<file path="config.mk">
export PLATFORM = sky130hd
export DESIGN_NAME = strobe_xfer
export DESIGN_NICKNAME = d
export VERILOG_FILES = /design/src/hdl/strobe_xfer_pkg.sv /design/src/hdl/strobe_xfer.sv
export SDC_FILE = /design/constraint.sdc
export NUM_CORES = 1
export LEC_CHECK = 0
export BUFFER_PORTS_ARGS = -buffer_cell sky130_fd_sc_hd__buf_2
export CAP_MARGIN = 20
export CELL_PAD_IN_SITES_DETAIL_PLACEMENT = 2
export CELL_PAD_IN_SITES_GLOBAL_PLACEMENT = 2
export CORE_ASPECT_RATIO = 0.5
export CORE_UTILIZATION = 32
export DETAILED_ROUTE_END_ITERATION = 10
export GPL_TIMING_DRIVEN = 0
export PLACE_DENSITY_LB_ADDON = 0.1
export SLEW_MARGIN = 20
export SYNTH_ARGS = -nofsm -noshare
export SYNTH_HDL_FRONTEND = slang
export SYNTH_SLANG_ARGS = --single-unit
</file>
<file path="constraint.sdc">
create_clock -name clk -period 9.9 [get_ports clk]
set_input_delay 0.99 -clock clk [delete_from_list [all_inputs] [get_ports clk]]
set_output_delay 0.99 -clock clk [all_outputs]
set_load 0.01 [all_outputs]
</file>
<file path="src/hdl/strobe_xfer_pkg.sv">
// constants and carriers for the read strobe polarity and transfer block
// assumes one 100 MHz system clock; strobe and data arrive from pins
// Functional notes
// - read data enters system domain through registers on a selected edge
// - polarity is chosen afresh at the start of every read
// - a detector sees strobe go from idle to driven-low preamble
// - detector output sets capture polarity for the following read
// - transfer delay shifts edge clock one by a quarter period; the code delays it by four clk cycles
// - read data is captured by the group strobe
// - one strobe cell per 16 side cells or 18 top/bottom cells
package strobe_xfer_pkg;
  localparam int GROUP_SIDE = 16;
  localparam int GROUP_TOPBOT = 18;
  localparam int DATA_W = GROUP_SIDE;
  localparam int SYS_CLK_MHZ = 100;
  localparam int SHIFT_PERCENT = 90;
  // quiet strobe time in ns that sets the burst close count
  localparam int BURST_END_NS = 40;
  localparam int BURST_END_CYC = (BURST_END_NS * SYS_CLK_MHZ + 999) / 1000;
  localparam logic [2:0] BURST_END_CNT = 3'(BURST_END_CYC);
  localparam logic [2:0] CNT_RST = 3'h0;
  localparam logic POL_RST = 1'b0;
  typedef enum logic [1:0] {IDLE, PREAMBLE, BURST} rd_state_t;
  typedef struct packed {
    logic [DATA_W-1:0] rise;
    logic [DATA_W-1:0] fall;
  } ddr_word_t;
endpackage

</file>
<file path="src/hdl/strobe_xfer.sv">
// read strobe preamble detect, polarity select and domain transfer
// assumes strobe, its driven flag, data and edge clock come from pins
module strobe_xfer (
  // clock and reset
  input wire logic clk,
  input wire logic rst,
  // memory side pins
  input wire logic strobe_in,
  input wire logic strobe_driven,
  input wire logic [strobe_xfer_pkg::DATA_W-1:0] data_in,
  input wire logic edge_clock_one,
  // group configuration: 0 side edge, 1 top/bottom edge
  input wire logic top_bottom,
  // user stream
  output logic out_valid,
  input wire logic out_ready,
  output strobe_xfer_pkg::ddr_word_t out_data,
  // status
  output logic capture_polarity,
  output logic read_active,
  output logic overflow,
  output logic strobe_transfer_delay,
  output logic [4:0] group_size
);
  logic [2:0] s_sync1_reg, s_sync2_reg, s_prev_reg;
  logic [strobe_xfer_pkg::DATA_W-1:0] d_sync1_reg, d_sync2_reg;
  // second data stage on the falling clock edge, picked when polarity is 1
  logic [strobe_xfer_pkg::DATA_W-1:0] d_neg_reg;
  // driven flag as seen half a cycle before the rising edge
  logic drv_neg_reg;
  logic [strobe_xfer_pkg::DATA_W-1:0] rise_reg, fall_reg;
  logic e_sync1_reg, e_sync2_reg, e_prev_reg, shift_reg;
  logic pol_reg, pol_next, ovf_reg;
  logic [2:0] cnt_reg, cnt_next;
  strobe_xfer_pkg::rd_state_t st_reg, st_next;
  strobe_xfer_pkg::ddr_word_t buf_reg [2];
  logic [1:0] fill_reg;
  logic wr_ptr_reg, rd_ptr_reg;

  // one helper for both strobe edges, so the two decodes cannot drift apart
  function automatic logic edge_seen(input logic cur, input logic prev,
                                     input logic up);
    edge_seen = up ? (cur & ~prev) : (~cur & prev);
  endfunction

  // falling clock edge stages: phase sense and alternate data capture
  always_ff @(negedge clk or posedge rst)
    if (rst)
    begin
      drv_neg_reg <= 1'b0;
      d_neg_reg <= '0;
    end
    else
    begin
      drv_neg_reg <= strobe_driven;
      d_neg_reg <= d_sync1_reg;
    end

  // bit0 strobe, bit1 driven, bit2 driven flag from the falling clock edge
  always_ff @(posedge clk or posedge rst)
    if (rst)
    begin
      s_sync1_reg <= 3'h0;
      s_sync2_reg <= 3'h0;
      s_prev_reg <= 3'h0;
      d_sync1_reg <= '0;
      d_sync2_reg <= '0;
    end
    else
    begin
      s_sync1_reg <= {drv_neg_reg, strobe_driven, strobe_in};
      s_sync2_reg <= s_sync1_reg;
      s_prev_reg <= s_sync2_reg;
      d_sync1_reg <= data_in;
      d_sync2_reg <= d_sync1_reg;
    end

  wire strobe_s = s_sync2_reg[0];
  wire driven_s = s_sync2_reg[1];
  wire driven_p = s_prev_reg[1];
  // idle (undriven) to driven low marks the preamble
  wire preamble_seen = driven_s & ~driven_p & ~strobe_s;
  wire rise_edge = edge_seen(strobe_s, s_prev_reg[0], 1'b1);
  wire fall_edge = edge_seen(strobe_s, s_prev_reg[0], 1'b0);
  wire quiet = ~driven_s;

  always_comb
  begin
    st_next = st_reg;
    pol_next = pol_reg;
    cnt_next = cnt_reg;
    case (st_reg)
      strobe_xfer_pkg::IDLE:
        if (preamble_seen)
        begin
          st_next = strobe_xfer_pkg::PREAMBLE;
          // driven flag not yet seen half a cycle early: late arrival, other edge
          pol_next = ~s_sync2_reg[2];
        end
      strobe_xfer_pkg::PREAMBLE:
        if (rise_edge)
          st_next = strobe_xfer_pkg::BURST;
        else if (quiet)
          st_next = strobe_xfer_pkg::IDLE;
      default:
        if (quiet)
        begin
          cnt_next = cnt_reg + 3'h1;
          if (cnt_reg == strobe_xfer_pkg::BURST_END_CNT)
          begin
            st_next = strobe_xfer_pkg::IDLE;
            cnt_next = strobe_xfer_pkg::CNT_RST;
          end
        end
        else
          cnt_next = strobe_xfer_pkg::CNT_RST;
    endcase
  end

  // polarity only moves in idle, never mid burst
  always_ff @(posedge clk or posedge rst)
    if (rst)
    begin
      st_reg <= strobe_xfer_pkg::IDLE;
      pol_reg <= strobe_xfer_pkg::POL_RST;
      cnt_reg <= strobe_xfer_pkg::CNT_RST;
    end
    else
    begin
      st_reg <= st_next;
      pol_reg <= pol_next;
      cnt_reg <= cnt_next;
    end

  // chosen polarity picks the clock edge of the second data stage;
  // rise and fall halves keep their strobe edges whatever the polarity
  wire [strobe_xfer_pkg::DATA_W-1:0] cap_data =
    pol_reg ? d_neg_reg : d_sync2_reg;
  wire in_read = (st_reg != strobe_xfer_pkg::IDLE);
  wire in_burst = (st_reg == strobe_xfer_pkg::BURST);
  // the first rising edge also ends the preamble, so load it there too
  wire load_rise = in_read & rise_edge;
  wire push = in_burst & fall_edge;
  wire buf_full = (fill_reg == 2'h2);
  wire pop = out_valid & out_ready;
  // a pop in the same cycle frees the slot that a push into full needs
  wire accept = push & (~buf_full | pop);

  always_ff @(posedge clk or posedge rst)
    if (rst)
    begin
      rise_reg <= '0;
      fall_reg <= '0;
    end
    else
    begin
      if (load_rise)
        rise_reg <= cap_data;
      if (push)
        fall_reg <= cap_data;
    end

  // two entries absorb a receiver stall; a push into a full buffer with no pop in that cycle is lost
  always_ff @(posedge clk or posedge rst)
    if (rst)
    begin
      fill_reg <= 2'h0;
      wr_ptr_reg <= 1'b0;
      rd_ptr_reg <= 1'b0;
      ovf_reg <= 1'b0;
      buf_reg[0] <= '0;
      buf_reg[1] <= '0;
    end
    else
    begin
      if (accept)
      begin
        buf_reg[wr_ptr_reg] <= '{rise: rise_reg, fall: cap_data};
        wr_ptr_reg <= ~wr_ptr_reg;
      end
      if (pop)
        rd_ptr_reg <= ~rd_ptr_reg;
      fill_reg <= fill_reg + 2'(accept ? 1 : 0)
        - 2'(pop ? 1 : 0);
      if (push & buf_full & ~pop)
        ovf_reg <= 1'b1;
    end

  // four clk cycle delay of edge clock one, rebuilt from its sampled level
  always_ff @(posedge clk or posedge rst)
    if (rst)
    begin
      e_sync1_reg <= 1'b0;
      e_sync2_reg <= 1'b0;
      e_prev_reg <= 1'b0;
      shift_reg <= 1'b0;
    end
    else
    begin
      e_sync1_reg <= edge_clock_one;
      e_sync2_reg <= e_sync1_reg;
      e_prev_reg <= e_sync2_reg;
      shift_reg <= e_prev_reg;
    end

  assign out_valid = (fill_reg != 2'h0);
  assign out_data = buf_reg[rd_ptr_reg];
  assign capture_polarity = pol_reg;
  assign read_active = (st_reg != strobe_xfer_pkg::IDLE);
  assign overflow = ovf_reg;
  assign strobe_transfer_delay = shift_reg;
  assign group_size = top_bottom ? 5'(strobe_xfer_pkg::GROUP_TOPBOT)
                                 : 5'(strobe_xfer_pkg::GROUP_SIDE);
endmodule

</file>
==> Word-level counts from Yosys, hierarchy flattened <==
Index checks and enable logic that the tools add are counted.
{ "totals": {"ff_bits": 152, "latchBits": 0, "ramBits": 0, "mem_bits_ro": 0, "in_bits": 23, "out_inout_bits": 42, "wordCells": 83, "memories": 0} }
{ "op_classes": {"addsub": 3, "n_mul": 0, "div": 0, "order_cmp": 3, "eq_ne": 7, "shifts": 0, "n_mux": 18, "bitwise_logic": 21, "n_reduce_logical": 8} }
{ "op_table": {"columns": ["cell", "n"], "rows": [
  ["2-to-1 mux 32 bit", 4],
  ["bitwise mux 64 bit", 1],
  ["demux 32 bit (select 1 bit)", 1],
  ["2-to-1 mux 16 bit", 1],
  ["2-to-1 mux 2 bit", 6],
  ["AND 1 bit", 10],
  ["NOT 1 bit", 8],
  ["2-to-1 mux 3 bit", 2],
  ["== test 2 bit, second input constant", 2],
  ["greater-or-equal comparator 2 bit, second input constant", 2],
  ["NOT 1 -> 2 bit", 2],
  ["case mux 2 bit (2 select lines)", 1],
  ["AND reduction 4 bit", 1],
  ["nonzero test 2 bit", 2],
  ["adder 3 x 1 -> 3 bit, second input constant", 1],
  ["== test 3 bit, second input constant", 1],
  ["inequality test 3 x 1 -> 1 bit, second input constant", 1],
  ["inequality test 3 bit, second input constant", 1],
  ["nonzero test 3 bit", 1],
  ["adder 2 x 1 -> 2 bit", 1],
  ["== test 2 x 1 -> 1 bit, second input constant", 1],
  ["zero test 2 bit", 1],
  ["less-than comparator 2 x 1 -> 1 bit, second input constant", 1],
  ["2-to-1 mux 1 bit", 2],
  ["other kinds (6)", 6]
]} }

==> Longest topological paths before layout <==
{ "logic_depth": {"depth_word": 7, "depth_mapped": 7, "depth_no_buf": 7} }

==> impl_results.md <==
* Worst r2r path cells at 2
* Post-synthesis instance total at 345
* Initial core utilization at roughly 33%
* Most frequent cells after synthesis: dfrtp_1 (135), mux2_2 (95), mux2_4 (30), dfrtn_1 (17), inv_1 (8)
* CP top delay family: buffers and inverters
* Clk pin slew, worst setup/hold paths at 0.07 ns
* Final WL at 12,800 um
* Final Hold Fails at 0
* WP buf/inv at 3
* Worst path cell trace: buf_2 -> inv_8 -> buf_16
* Post-synth EDFFs at 0
* Synth top area share at 58.1%
* Vias at 3,038
* Overflow after GRT at 0
* Critical Path Stages at 3
* Post-synthesis cell type count at 34
* Max Root-Sink Buffers at 2
* Layout area overhead at 20.8%
* Root buffer cell: clkbuf_16
* Total core area at 0.0176 mm^2
* DIE HEIGHT at 97.3 um
* TritonCTS clock tree: built
* Slew @ Worst Pin at 0.762 ns
* Top-count cell post-synth: dfrtp_1
* Nets@finish at 453
* Seq/Total Area, Yosys at 65.4%
* #FFs+latches synth at between 150 and 200
* H-tree depth at 4
* Diode count at 0
* FFs w/ async S/R, synth at 100%
* Antenna viol nets, final at 0
* First-pass GRT wire length at about 21,000 um
* PostCTS Resize Cnt at 0
* Final Cell Area at 0.00703 mm^2
* Max FFs per register at between 60 and 70
* Fillers at 1,708
* GRT Total Usage at 15.4%
* Non-Filler Instances at 673
* Residual DRC at 6
* WP data required at approximately 5.6 ns
* Layout cells sized above 1 at 54.2%
* CP max stage cell: buf_16
* Pwr/cell area at 331 mW/mm^2
* Slew Limit Fails at 0
* Yosys warning total at 0
* DR iter-0 viols at 91
* Number of global-route vias before repair at roughly 3,700
* Final Skew at 0.0289 ns
* Hold Worst Slack at 0.342 ns
* Largest area contributor in the netlist: dfrtp_1
* Ports at 65
* Setup-failing EPs final at 0
* CP startpoint kind: input pin
* Post-Place Cells at 641
* Die width at 193 um
* Kind of critical path: input pin to async pin
* RePlAce Congestion at 0.711
* Vias/cell at about 4.5
* Max cap viols at 0
* Worst min path class: flip-flop to flip-flop
* Total Die Area at 0.0188 mm^2
* # port buffers at 59
* Critical path fanouts, max at 88
* Wire per inst at 19.1 um
* Postcts setup bufs at 0
* Slew HR at approximately 50%
* Worst setup EP type: async pin
* Hold path depth at 0
* Total CTS buffers at 17
* Hold Buf Count CTS at 0
* Critical Path AT at 1.94 ns
* Placed inst area at 0.00645 mm^2
* Violated checks: DRC
* Worst VDD drop at ~140 uV
* Leakage power at about 3.2 nW
* Drt pass-1 iters at 7
* Worst-Skew Late Latency at 0.42 ns
* Mapped Area at 0.00582 mm^2
* Max incr delay on CP at 0.40 ns
* Ranking of synthesized cells by area: dfrtp_1 (58%), mux2_2 (18%), mux2_4 (7.7%)
* Most used DFF post-synth: dfrtp_1
* Rows at 34
* Outcome: finished with violations
* TNS Setup at 0 ns
* Largest net degree at the start of global routing at 89
* Syn_area_per_cell at 16.9 um^2
* Initial antenna violation count at 0
* Total power at 2.33 mW
* RSZ-0062 raised after global routing: false
* Post-DP HPWL at 8670 um
* Clock sink total at 152
## through the flow
stage	setup WS, ns	utilization, %
after floorplan	0.0270	-
after global placement	-1.30	36.5
after detailed placement	3.13	36.7
after CTS	3.55	40.0
after global routing	3.48	40.0
final	3.61	40.0
## worst paths after layout
path | slack, ns | end | from
max in group clk | 3.95 | buf_reg[2] | d_neg_reg[2]
min | 0.34 | s_sync2_reg[0] | s_sync1_reg[0]
max | 3.61 | d_neg_reg[14] | rst
min in group asynchronous | 0.60 | d_sync2_reg[2] | rst
min reg2reg | 0.34 | s_sync2_reg[0] | s_sync1_reg[0]
max reg2reg | 3.95 | buf_reg[2] | d_neg_reg[2]
## where the power goes
part	switching, mW	internal, mW
registers	0.119	0.818
logic	0.334	0.408
clock network	0.290	0.357
total	0.743	1.58
## final cells by class
cell class / instances / area, um^2 / share of cell area, %
inverters: 8 / 37.5 / 0.534
multi-input cells: 168 / 1850 / 26.3
repair buffers: 60 / 323 / 4.59
clock buffers: 17 / 425 / 6.05
flip-flops and latches: 152 / 3800 / 54.1
well taps: 234 / 293 / 4.16
clock inverters: 15 / 156 / 2.22
plain buffers: 19 / 141 / 2.01
## cell usage in the layout, fill, tap and decap left out, types with 2 or more instances in the layout
master,n
xnor2_1,3
nor3b_1,2
dfrtn_1,17
o211ai_1,2
mux2_4,30
mux2_2,95
nand2_1,3
clkinvlp_4,3
buf_2,61
o22ai_1,2
inv_8,4
or2_2,2
inv_6,7
buf_4,6
nor2_1,2
clkbuf_16,17
o21ai_0,2
ha_1,4
mux2_1,3
buf_6,6
inv_1,7
clkbuf_1,5
conb_1,4
dfrtp_1,135
## worst reg2reg max path: stages, from the launching register on
cell and delay [ns]:
dfrtn_1 0.32, mux2_2 0.30, mux2_2 0.28
## kinds of logic (layout without fill, tap and decap cells)
family | count (synthesis) | count (layout) | synth area share [%]
buf+inv | 27 | 119 | 2.95
other cells | 2 | 4 | 0.129
xor+xnor | 4 | 4 | 0.602
mux | 129 | 129 | 26.9
fa+ha+maj | 4 | 4 | 0.860
compound gates | 9 | 9 | 1.01
flops | 152 | 152 | 65.4
simple gates | 18 | 18 | 2.19
## per-layer routing
metal / global-route usage, % / wire (um) / vias up
met1: 20.0 / 5960 / 1623
met4: 6.18 / 203 / 0
li1: - / - / 1354
met5: 0 / 0 / -
met2: 24.5 / 6280 / 42
met3: 3.79 / 390 / 19
(Power assumes the default switching activity.)
